===== src/core/timer_cfg_map.vh =====
// Register map, field positions and reset values of the timer configuration bank.
// Assumes a byte-wide register port driven by the core on the master clock.
// Operation
// (RULE1) Divider code divides source clock by power two
// (RULE2) Bit five picks pulse or square wave
// (RULE3) Timer 0 reset source: internal, external, either
// (RULE4) Timer 0 start source: internal, external, either
// (RULE5) Only timer 0 may use external clock
// (RULE6) Sync hold bits five, six, seven
// (RULE7) Sync hold set keeps timer in reset
// (RULE8) Timers 1, 2 bit zero releases reset
// (RULE9) Timers 1, 2 bit two starts counting
// (RULE10) Interrupt edge: falling, rising, both
// (RULE11) Interrupt source: counter stop or output edges
// (RULE12) Mode bit seven selects PWM operation
// (RULE13) Pulse lasts one divided clock period
// (RULE14) Unused bits read zero; reserved codes unused
// (RULE15) All registers clear to zero on reset
`ifndef TIMER_CFG_MAP_VH
`define TIMER_CFG_MAP_VH
// ----------------------------------------------------------------------------
// Register offsets
// ----------------------------------------------------------------------------
`define ADDR_T0_DIV      4'h0
`define ADDR_T0_SRC      4'h1
`define ADDR_T1_CTRL     4'h2
`define ADDR_T1_DIV      4'h3
`define ADDR_T2_CTRL     4'h4
`define ADDR_T2_DIV      4'h5
`define ADDR_IRQ_STATUS  4'h6
`define ADDR_IRQ_MASK    4'h7
// ----------------------------------------------------------------------------
// Field masks and values
// ----------------------------------------------------------------------------
`define DIV_REG_MASK     8'h3F
`define SRC_REG_MASK     8'hFF
`define CTRL_REG_MASK    8'hF5
`define IRQ_REG_MASK     8'h07
`define DIV_CODE_MAX     5'h10
`define SEL_INTERNAL     2'h0
`define SEL_EXTERNAL     2'h1
`define SEL_EITHER       2'h2
`define EDGE_FALL        2'h0
`define EDGE_RISE        2'h1
`define EDGE_BOTH        2'h2
`define REG_RESET        8'h00
`endif


===== src/core/timer_cfg.v =====
// Configuration bank and divided clock enables for three timer units; only timers 1 and 2 can select PWM.
// Assumes a synchronous register port and pins synchronous to clk_in.
`include "timer_cfg_map.vh"

module timer_cfg #(
   parameter DIV_WIDTH = 16                            // prescaler width; the counter has DIV_WIDTH+1 bits
) (
   input  wire       clk_in,                           // master clock
   input  wire       reset_in,                         // synchronous reset, high
   input  wire [3:0] addr_in,                          // register address
   input  wire [7:0] wdata_in,                         // write data
   input  wire       wr_in,                            // write strobe
   input  wire       rd_in,                            // read strobe
   output reg  [7:0] rdata_out,                        // read data, next cycle
   input  wire       ext_clock_in,                     // timer 0 external clock pin
   input  wire       ext_reset_in,                     // timer 0 external reset
   input  wire       ext_start_in,                     // timer 0 external start
   input  wire       timer0_internal_reset_in,         // timer 0 internal release
   input  wire       timer0_internal_start_in,         // timer 0 internal start
   input  wire [2:0] counter_stop_in,                  // counter stop events
   input  wire [2:0] timer_wave_in,                    // datapath terminal pulses
   output wire [2:0] tick_out,                         // divided clock enables
   output wire [2:0] run_enable_out,                   // timer out of reset
   output wire [2:0] go_out,                           // timer counting
   output wire [2:0] pwm_select_out,                   // PWM mode per timer
   output reg  [2:0] wave_out,                         // timer outputs
   output wire       irq_out                           // level interrupt
);

   reg  [7:0] t0_div;
   reg  [7:0] t0_src;
   reg  [7:0] t1_ctrl;
   reg  [7:0] t1_div;
   reg  [7:0] t2_ctrl;
   reg  [7:0] t2_div;
   reg  [2:0] irq_status;
   reg  [2:0] irq_mask;
   reg        ext_clock_q;
   reg  [2:0] wave_q;
   reg  [2:0] irq_event;
   wire [4:0] div_code [0:2];
   wire [2:0] wave_shape;
   wire [2:0] sync_hold;
   wire [1:0] irq_edge [0:2];
   wire [2:0] irq_source;
   wire [2:0] src_tick;
   wire       timer0_clock_source;
   wire [1:0] timer0_reset_source;
   wire [1:0] timer0_start_source;
   wire       ext_rise;

   // ----------------------------------------------------------------------------
   // Field extraction
   // ----------------------------------------------------------------------------
   assign div_code[0]        = t0_div[4:0];            // [RULE1]
   assign div_code[1]        = t1_div[4:0];            // [RULE1]
   assign div_code[2]        = t2_div[4:0];            // [RULE1]
   assign wave_shape         = {t2_div[5], t1_div[5], t0_div[5]};  // [RULE2]
   assign timer0_reset_source = t0_src[1:0];
   assign timer0_start_source = t0_src[3:2];
   assign timer0_clock_source = t0_src[4];
   assign sync_hold          = {t0_src[6], t0_src[7], t0_src[5]};  // [RULE6]
   assign irq_edge[0]        = `EDGE_RISE;
   assign irq_edge[1]        = t1_ctrl[5:4];           // [RULE10]
   assign irq_edge[2]        = t2_ctrl[5:4];           // [RULE10]
   assign irq_source         = {t2_ctrl[6], t1_ctrl[6], 1'b1};     // [RULE11]
   assign pwm_select_out     = {t2_ctrl[7], t1_ctrl[7], 1'b0};     // [RULE12]

   // ----------------------------------------------------------------------------
   // Reset and start selection
   // ----------------------------------------------------------------------------
   // Timer 0 run/start follow the source fields; reserved code 11 keeps it idle.
   reg t0_run;
   reg t0_go;
   always @* begin
      case (timer0_reset_source)                       // [RULE3] [RULE14]
         `SEL_INTERNAL: t0_run = timer0_internal_reset_in;
         `SEL_EXTERNAL: t0_run = ext_reset_in;
         `SEL_EITHER:   t0_run = timer0_internal_reset_in & ext_reset_in;
         default:       t0_run = 1'b0;
      endcase
      case (timer0_start_source)                       // [RULE4] [RULE14]
         `SEL_INTERNAL: t0_go = timer0_internal_start_in;
         `SEL_EXTERNAL: t0_go = ext_start_in;
         `SEL_EITHER:   t0_go = timer0_internal_start_in | ext_start_in;
         default:       t0_go = 1'b0;
      endcase
   end

   // A set sync hold bit forces reset regardless of the other controls.
   assign run_enable_out = {t2_ctrl[0], t1_ctrl[0], t0_run} & ~sync_hold;  // [RULE7] [RULE8]
   assign go_out         = {t2_ctrl[2], t1_ctrl[2], t0_go} & run_enable_out; // [RULE9]

   // ----------------------------------------------------------------------------
   // Clock source and prescalers
   // ----------------------------------------------------------------------------
   // The external clock is sampled; its rising edge becomes a one-cycle enable.
   always @(posedge clk_in) begin
      if (reset_in) begin
         ext_clock_q <= 1'b0;
      end else begin
         ext_clock_q <= ext_clock_in;
      end
   end
   assign ext_rise    = ext_clock_in & ~ext_clock_q;
   assign src_tick[0] = timer0_clock_source ? ext_rise : 1'b1;  // [RULE5]
   assign src_tick[1] = 1'b1;
   assign src_tick[2] = 1'b1;

   genvar g;
   generate
      for (g = 0; g < 3; g = g + 1) begin : prescale
         reg  [DIV_WIDTH:0] count;
         wire [DIV_WIDTH:0] limit;
         // Codes above the largest ratio are reserved and treated as the largest.
         wire [4:0] code = (div_code[g] > `DIV_CODE_MAX) ? `DIV_CODE_MAX : div_code[g]; // [RULE14]
         assign limit = ({{DIV_WIDTH{1'b0}}, 1'b1} << code) - 1'b1;  // [RULE1]
         assign tick_out[g] = run_enable_out[g] & src_tick[g] & (count >= limit);
         always @(posedge clk_in) begin
            if (reset_in || !run_enable_out[g]) begin
               count <= {(DIV_WIDTH+1){1'b0}};
            end else if (src_tick[g]) begin
               if (count >= limit) begin
                  count <= {(DIV_WIDTH+1){1'b0}};
               end else begin
                  count <= count + 1'b1;
               end
            end
         end

         // Pulse shape holds high until the next divided tick, one divided period
         // when the datapath pulse arrives on a tick; square toggles per pulse.
         always @(posedge clk_in) begin
            if (reset_in || !run_enable_out[g]) begin
               wave_out[g]   <= 1'b0;
            end else if (wave_shape[g]) begin          // [RULE2]
               if (timer_wave_in[g] && go_out[g]) begin
                  wave_out[g] <= ~wave_out[g];
               end
            end else begin
               if (timer_wave_in[g] && go_out[g]) begin
                  wave_out[g] <= 1'b1;                 // [RULE13]
               end else if (tick_out[g]) begin
                  wave_out[g] <= 1'b0;                 // [RULE13]
               end
            end
         end

         // Interrupt event from counter stop or chosen output edges.
         wire rise = wave_out[g] & ~wave_q[g];
         wire fall = ~wave_out[g] & wave_q[g];
         always @* begin
            if (!irq_source[g]) begin
               irq_event[g] = counter_stop_in[g];      // [RULE11]
            end else begin
               case (irq_edge[g])                      // [RULE10]
                  `EDGE_FALL: irq_event[g] = fall;
                  `EDGE_RISE: irq_event[g] = rise;
                  `EDGE_BOTH: irq_event[g] = rise | fall;
                  default:    irq_event[g] = 1'b0;     // [RULE14]
               endcase
            end
         end
      end
   endgenerate

   always @(posedge clk_in) begin
      if (reset_in) begin
         wave_q <= 3'h0;
      end else begin
         wave_q <= wave_out;
      end
   end

   // ----------------------------------------------------------------------------
   // Register file
   // ----------------------------------------------------------------------------
   always @(posedge clk_in) begin
      if (reset_in) begin
         t0_div   <= `REG_RESET;                       // [RULE15]
         t0_src   <= `REG_RESET;                       // [RULE15]
         t1_ctrl  <= `REG_RESET;                       // [RULE15]
         t1_div   <= `REG_RESET;                       // [RULE15]
         t2_ctrl  <= `REG_RESET;                       // [RULE15]
         t2_div   <= `REG_RESET;                       // [RULE15]
         irq_mask <= 3'h0;
      end else if (wr_in) begin
         case (addr_in)                                // [RULE14]
            `ADDR_T0_DIV:   t0_div   <= wdata_in & `DIV_REG_MASK;
            `ADDR_T0_SRC:   t0_src   <= wdata_in & `SRC_REG_MASK;
            `ADDR_T1_CTRL:  t1_ctrl  <= wdata_in & `CTRL_REG_MASK;
            `ADDR_T1_DIV:   t1_div   <= wdata_in & `DIV_REG_MASK;
            `ADDR_T2_CTRL:  t2_ctrl  <= wdata_in & `CTRL_REG_MASK;
            `ADDR_T2_DIV:   t2_div   <= wdata_in & `DIV_REG_MASK;
            `ADDR_IRQ_MASK: irq_mask <= wdata_in[2:0];
            default: ;
         endcase
      end
   end

   // Status is sticky; a read clears it but an event in the same cycle survives.
   wire status_read = rd_in && (addr_in == `ADDR_IRQ_STATUS);
   always @(posedge clk_in) begin
      if (reset_in) begin
         irq_status <= 3'h0;
      end else if (status_read) begin
         irq_status <= irq_event;
      end else begin
         irq_status <= irq_status | irq_event;
      end
   end
   assign irq_out = |(irq_status & irq_mask);

   always @(posedge clk_in) begin
      if (reset_in) begin
         rdata_out <= 8'h00;
      end else if (rd_in) begin
         case (addr_in)
            `ADDR_T0_DIV:     rdata_out <= t0_div;
            `ADDR_T0_SRC:     rdata_out <= t0_src;
            `ADDR_T1_CTRL:    rdata_out <= t1_ctrl;
            `ADDR_T1_DIV:     rdata_out <= t1_div;
            `ADDR_T2_CTRL:    rdata_out <= t2_ctrl;
            `ADDR_T2_DIV:     rdata_out <= t2_div;
            `ADDR_IRQ_STATUS: rdata_out <= {5'h00, irq_status};
            `ADDR_IRQ_MASK:   rdata_out <= {5'h00, irq_mask};
            default:          rdata_out <= 8'h00;
         endcase
      end else begin
         rdata_out <= 8'h00;
      end
   end

endmodule // timer_cfg


===== config.mk =====
export PLATFORM = sky130hd
export DESIGN_NAME = timer_cfg
export DESIGN_NICKNAME = d
export VERILOG_FILES = /design/src/core/timer_cfg.v
export VERILOG_INCLUDE_DIRS = /design/src /design/src/core
export SDC_FILE = /design/constraint.sdc
export NUM_CORES = 1
export LEC_CHECK = 0
export BUFFER_PORTS_ARGS = -buffer_cell sky130_fd_sc_hd__clkbuf_2
export CELL_PAD_IN_SITES_DETAIL_PLACEMENT = 2
export CELL_PAD_IN_SITES_GLOBAL_PLACEMENT = 2
export CORE_MARGIN = 4
export CORE_UTILIZATION = 40
export CTS_BUF_LIST = sky130_fd_sc_hd__clkbuf_8 sky130_fd_sc_hd__clkbuf_16
export CTS_CLUSTER_DIAMETER = 150
export DETAILED_ROUTE_END_ITERATION = 6
export MAX_ROUTING_LAYER = met4
export PLACE_DENSITY_LB_ADDON = 0.1
export REMOVE_ABC_BUFFERS = 1
export SETUP_SLACK_MARGIN = 0.4
export SYNTH_ARGS = -nofsm -noshare
export SYNTH_HDL_FRONTEND = slang
export SYNTH_SLANG_ARGS = --single-unit

===== constraint.sdc =====
create_clock -name clk_in -period 5.54 [get_ports clk_in]
set_input_delay 0.554 -clock clk_in [delete_from_list [all_inputs] [get_ports clk_in]]
set_output_delay 0.554 -clock clk_in [all_outputs]
set_load 0.01 [all_outputs]

Yosys cells after proc, flatten, opt, wreduce, memory -nomap -nowiden
Index checks and enable logic that the tools add are counted.
{"block": "word_totals", "ff_bits": 110, "in_bits": 27, "out_inout_bits": 24, "word_cells": 134}
{"block": "op_classes", "add_sub_neg": 6, "order_cmp": 6, "n_eq_ne": 18, "n_shift": 3, "muxes": 25, "bitwise": 27, "n_reduce_logical": 32}
{"cell": "$pmux 8 s8", "count": 1}
{"cell": "$add 17x1->17 const B", "count": 3}
{"cell": "$ge 17x17->1", "count": 3}
{"cell": "$shl 1x5->17 const A", "count": 3}
{"cell": "$sub 17x1->17 const B", "count": 3}
{"cell": "$reduce_and 2->1", "count": 10}
{"cell": "$mux 17", "count": 1}
{"cell": "$eq 4x3->1 const B", "count": 4}
{"cell": "$gt 5x5->1 const B", "count": 3}
{"cell": "$mux 1", "count": 15}
{"cell": "$mux 5", "count": 3}
{"cell": "$pmux 1 s3", "count": 4}
{"cell": "$and 1x1->1", "count": 11}
{"cell": "$and 3x3->3", "count": 3}
{"cell": "$eq 2x1->1 const B", "count": 4}
{"cell": "$eq 2x2->1 const B", "count": 4}
{"cell": "$eq 4x2->1 const B", "count": 2}
{"cell": "$logic_not 2->1", "count": 4}
{"cell": "$not 1->1", "count": 8}
{"cell": "$ne 2x1->1 const B", "count": 3}
{"cell": "$reduce_bool 2->1", "count": 3}
{"cell": "$reduce_or 2->1", "count": 3}
{"cell": "$eq 4x1->1 const B", "count": 1}
{"cell": "$logic_and 1x1->1", "count": 4}
{"cell": "8 further kinds", "count": 14}

Longest topological paths before layout
{"block": "logic_depth", "ltp_word": 9, "depth_mapped": 18, "mapped_depth_nobuf": 15}

Worst setup path after synthesis
Ideal clock, no wire load.
{"block": "synth_path", "path_kind": "register -> register", "startpoint": "register t1_div[2]", "endpoint": "register prescale[1].count[16]", "setup_time_ns": 0.062, "t_arrival_ns": 3.508, "required_ns": 5.478, "slack_ns": 1.970, "path_stages_with_launch": 19, "n_path_buf": 4, "synth_period_minus_slack_ns": 3.570, "cell_sequence": "dfxtp_1 -> clkbuf_1 -> nor3_1 -> nand3b_1 -> ha_1 -> clkbuf_1 -> nand2_1 -> nand2_1 -> a22o_1 -> a21boi_0 -> ha_1 -> a21oi_2 -> o21ai_2 -> a2111oi_4 -> a211oi_1 -> or4_1 -> buf_2 -> buf_12 -> nor2_4"}
{"block": "synth_between", "elab_chain_cells": 6}
{"item": "from (decl)", "line_no": "timer_cfg.v:33", "source": "reg [7:0] t1_div;"}
{"item": "from (signal assigned)", "line_no": "timer_cfg.v:183", "source": "t1_div <= `REG_RESET;"}
{"item": "from (signal assigned)", "line_no": "timer_cfg.v:192", "source": "`ADDR_T1_DIV: t1_div <= wdata_in & `DIV_REG_MASK;"}
{"item": "$gt 5x5->1 (no line)"}
{"item": "$mux 5 (*)", "line_no": "timer_cfg.v:116", "source": "wire [4:0] code = (div_code[g] > `DIV_CODE_MAX) ? `DIV_CODE_MAX : div_code[g];"}
{"item": "$shl 1x5->17 (*)", "line_no": "timer_cfg.v:117", "source": "assign limit = ({{DIV_WIDTH{1'b0}}, 1'b1} << code) - 1'b1;"}
{"item": "$sub 17x1->17 (*)", "line_no": "timer_cfg.v:117"}
{"item": "$ge 17x17->1 (*)", "line_no": "timer_cfg.v:123", "source": "if (count >= limit) begin"}
{"item": "$reduce_or 2->1 (no line) (*)"}
{"item": "to (signal assigned)", "line_no": "timer_cfg.v:121", "source": "count <= {(DIV_WIDTH+1){1'b0}};"}
{"item": "to (signal assigned)", "line_no": "timer_cfg.v:124", "source": "count <= {(DIV_WIDTH+1){1'b0}};"}
{"item": "to (signal assigned)", "line_no": "timer_cfg.v:126", "source": "count <= count + 1'b1;"}
{"item": "to (decl)", "line_no": "timer_cfg.v:113", "source": "reg [DIV_WIDTH:0] count;"}
Every way passes the cells marked *; elsewhere a longest branch is shown, timed or not.
A chain may end at the register's enable or synchronous reset.

Worst setup path after layout
{"block": "layout_path", "startpoint": "register t0_div[2]", "endpoint": "output port tick_out[0]"}
{"block": "layout_between", "elab_chain_cells": 6}
{"item": "from (decl)", "line_no": "timer_cfg.v:30", "source": "reg [7:0] t0_div;"}
{"item": "from (signal assigned)", "line_no": "timer_cfg.v:180", "source": "t0_div <= `REG_RESET;"}
{"item": "from (signal assigned)", "line_no": "timer_cfg.v:189", "source": "`ADDR_T0_DIV: t0_div <= wdata_in & `DIV_REG_MASK;"}
{"item": "$gt 5x5->1 (no line)"}
{"item": "$mux 5 (*)", "line_no": "timer_cfg.v:116"}
{"item": "$shl 1x5->17 (*)", "line_no": "timer_cfg.v:117"}
{"item": "$sub 17x1->17 (*)", "line_no": "timer_cfg.v:117"}
{"item": "$ge 17x17->1 (*)", "line_no": "timer_cfg.v:118", "source": "assign tick_out[g] = run_enable_out[g] & src_tick[g] & (count >= limit);"}
{"item": "$and 1x1->1 (*)", "line_no": "timer_cfg.v:118"}
{"item": "to (decl)", "line_no": "timer_cfg.v:22", "source": "output wire [2:0] tick_out,"}
Marks and branches as above.

==> flow_summary_export.csv <==
group,metric,value,unit
sta,rsz0062_at_grt,"no",
setup_path,crit_buf_inv,2,
sta,worst_slack,0.7507,ns
finish,drive_gt1_share,11.49,%
synthesis,yosysTopAreaCell,"dfxtp_1",
clock_network,clk_pin_slew_worst_paths,0.07,ns
sta,drv_slew,0,
status,outcome,"completed",
setup_path,path_delay_family,"simple AND/OR/NAND/NOR gates",
power_and_ir_drop,combPwrFrac,10.8,%
power_and_ir_drop,p_per_area,229.0,nW/um^2
setup_path,worstReg2RegStart,"t1_div[3]",
die,die_h,138.9,microns
setup_path,worstPathRequired,4.99,ns
clock_network,cts_buffer_depth,2,
global_routing,grt_pass1_vias,6692,
detailed_routing,viasPerCell,5.650,
sta,finalCritPeriodShare,86.45,%
setup_path,slowest_stage,"dfxtp_1",
power_and_ir_drop,p_leak,0.003135,uW
setup_path,startpoint_type,"register",
detailed_routing,dr.max_layer_used,"met4",
power_and_ir_drop,ir_drop,0.1523,mV
global_routing,grt_usage,22.81,%
finish,area_growth,10.16,%
synthesis,netlist_area,6850,sq um
finish,antennaDiodeCount,0,
sta,finClkSkew,0.01525,ns
synthesis,synth_seq_cells,110,
sta,timing.final.hold_violations,0,
global_routing,grt_pass1_wl,35.21,mm
detailed_routing,wl_met2,10.73,mm
detailed_routing,drt-pass1-iter-count,4,
setup_path,r2r_cells,15,
finish,final_cell_count_no_fill,1064,
finish,nets,927,
sta,setup_viol,0,
clock_network,tritoncts,"done",
hold_path,min_path_type,"input port to register",
setup_path,arrival,4.24,ns
detailed_routing,vias,6012,
synthesis,yosys-top-cells-count,"nor2_1 (133), dfxtp_1 (110), ha_1 (61)",
placement,gp_congestion,0.8403,
clock_network,post_cts.repair.setup_buffers,0,
die,rows,47,
detailed_routing,drc,0,
synthesis,seq_area_frac_synth,32.15,%
power_and_ir_drop,switchingPower,446.9,uW
setup_path,critPathCapture,"tick_out[0]",
synthesis,ys_warn_count,0,
clock_network,cts-root-buf,"clkbuf_16",
synthesis,ys_types,58,
global_routing,grt_max_degree,39,
die,core-area,16700,sq um
sta,finalCriticalPeriod,4.789,ns
detailed_routing,dr_wl_met3,474,microns
power_and_ir_drop,seqPwrFrac,46.8,%
clock_network,insertion_delay,0.37,ns
sta,slew_headroom,23.92,%
synthesis,syn_inst,823,
setup_path,crit_path_start,"t0_div[2]",
finish,fillCellCount,1892,
die,die_w,138.9,microns
global_routing,antenna_found_initial,0,
power_and_ir_drop,switching_share,25.87,%
finish,finish.utilization,45.18,%
die,io-pin-count,51,
global_routing,overflow,0,
clock_network,cts_resized,0,
setup_path,end_kind,"primary output",
clock_network,clock-sinks,110,
setup_path,slowest_delay,0.52,ns
setup_path,r2r-end,"prescale[1].count[4]",
clock_network,ctsHtreeMaxLevel,3,
synthesis,synth_area_leaders,"dfxtp_1 (32%), ha_1 (11%), nor2_1 (7.3%), mux2i_1 (7.0%), xor2_1 (4.0%)",
synthesis,synth_edf_count,0,
sta,tightest_slew,1.141,ns
die,initial_core_util,41.02,%
setup_path,r2r_setup_slack,1.06,ns
sta,max_freq,208.8,MHz
synthesis,yosysMostFrequentCell,"nor2_1",
setup_path,path_depth,16,
detailed_routing,drtIter0Drc,237,
placement,dp_hpwl,15.65,mm
synthesis,ys.flop_type,"dfxtp_1",
placement,dp_cells,1048,
detailed_routing,wl_met1,9.654,mm
power_and_ir_drop,power_frac_clock,42.4,%
synthesis,synthArstFlopShare,0,%
sta,tns,0,ns
detailed_routing,ant_nets,0,
placement,io_buffers,48,
synthesis,synth_top_area_share,32.15,%
flow_run,cap_violations,0,
placement,pre_cts_ws,0.8425,ns
die,dieArea,19280,sq um
power_and_ir_drop,internal_power,1281,uW
detailed_routing,routedWlPerCell,19.92,microns
setup_path,worstPathCellList,"nor3_2 > nand2_1 > ha_1 > nor3_1 > inv_1 > o21ai_0 > a22o_1 > a21boi_0 > ha_1 > a211oi_1 > o21ai_0 > a221o_1 > nand2_1 > and3_1 > nor2_1 > clkbuf_2",
setup_path,cp_max_fo,17,
synthesis,syn_area_per_cell,8.324,sq um
setup_path,setup.worst_path.class,"register to primary output",
detailed_routing,wl,21.20,mm
clock_network,cts-buffers-inserted,9,
clock_network,postCtsHoldBufs,0,
## layout make-up
cell class | count | area [sq um] | area share (%)
repair buffers | 53 | 277.8 | 3.681
clock inverters | 6 | 92.59 | 1.227
inverters | 26 | 97.59 | 1.293
clock buffers | 10 | 239.0 | 3.167
multi-input cells | 639 | 4362 | 57.80
flip-flops and latches | 110 | 2202 | 29.18
well taps | 220 | 275.3 | 3.648
## power by group through the flow
| stage | Sequential, uW | Combinational, uW | Clock [uW] |
|---|---|---|---|
| floorplan | 825 | 108 | 0 |
| global placement | 827 | 167 | 0 |
| detailed placement | 828 | 180 | 0 |
| CTS | 809 | 186 | 747 |
| global route | 811 | 208 | 778 |
| finish | 809 | 186 | 732 |
## layout by cell type, fill, tap and decap left out, types with 7 or more instances in the layout
master / n
nor3_1: 11
and3_1: 15
nand2_1: 56
o21ai_0: 30
nor2_4: 9
nand4_1: 14
nand3_1: 34
a21o_1: 9
a21oi_1: 41
clkbuf_2: 48
xor2_1: 31
mux2i_1: 48
nor2_1: 133
a31oi_1: 7
clkbuf_16: 9
xnor2_1: 18
ha_1: 61
inv_1: 26
nor2b_1: 13
a22oi_1: 9
nand2b_1: 7
dfxtp_1: 110
nand3b_1: 13
## worst min-delay path by stage
| stage | startpoint | to | slack, ns | cells after the start |
|---|---|---|---|---|
| finish | ext_clock_in | ext_clock_q | 0.45 | 2 |
| CTS | ext_clock_in | ext_clock_q | 0.44 | 2 |
| global placement | prescale[2].count[0] | prescale[2].count[0] | 0.44 | 1 |
| detailed placement | prescale[1].count[0] | prescale[1].count[0] | 0.46 | 1 |
| floorplan | prescale[2].count[0] | prescale[2].count[0] | 0.43 | 1 |
| global route | ext_clock_in | ext_clock_q | 0.46 | 2 |
## layer usage
| metal | track usage, % | vias to the layer above |
|---|---|---|
| li1 | - | 2904 |
| met1 | 27.49 | 3007 |
| met2 | 40.09 | 75 |
| met3 | 3.276 | 26 |
| met4 | 5.870 | 0 |
| met5 | - | - |
## registers in the layout, indices dropped and copies added (netlist names)
name,cells
irq_mask,3
wave_out,3
t2_ctrl,6
rdata_out,8
irq_status,3
t0_div,6
prescale.count,51
t0_src,8
t1_ctrl,6
wave_q,3
t1_div,6
ext_clock_q,1
t2_div,6
## metrics by stage
stage,hold slack [ns],area [sq um],power (uW)
CTS,0.4422,7526,1742
global placement,0.4431,7194,994.2
global route,0.4565,7546,1797
finish,0.4464,7546,1728
detailed placement,0.4560,7194,1008
floorplan,0.4297,6641,932.8
## kinds of logic after synthesis
group,Yosys count,share of synthesized area [%]
compound gates,140,13.37
xor+xnor,49,6.265
fa+ha+maj,61,11.14
buf+inv,74,4.475
flops,110,32.15
mux,56,8.657
other cells,2,0.1096
simple gates,331,23.84
No activity file was read; power rests on OpenSTA's default activity.
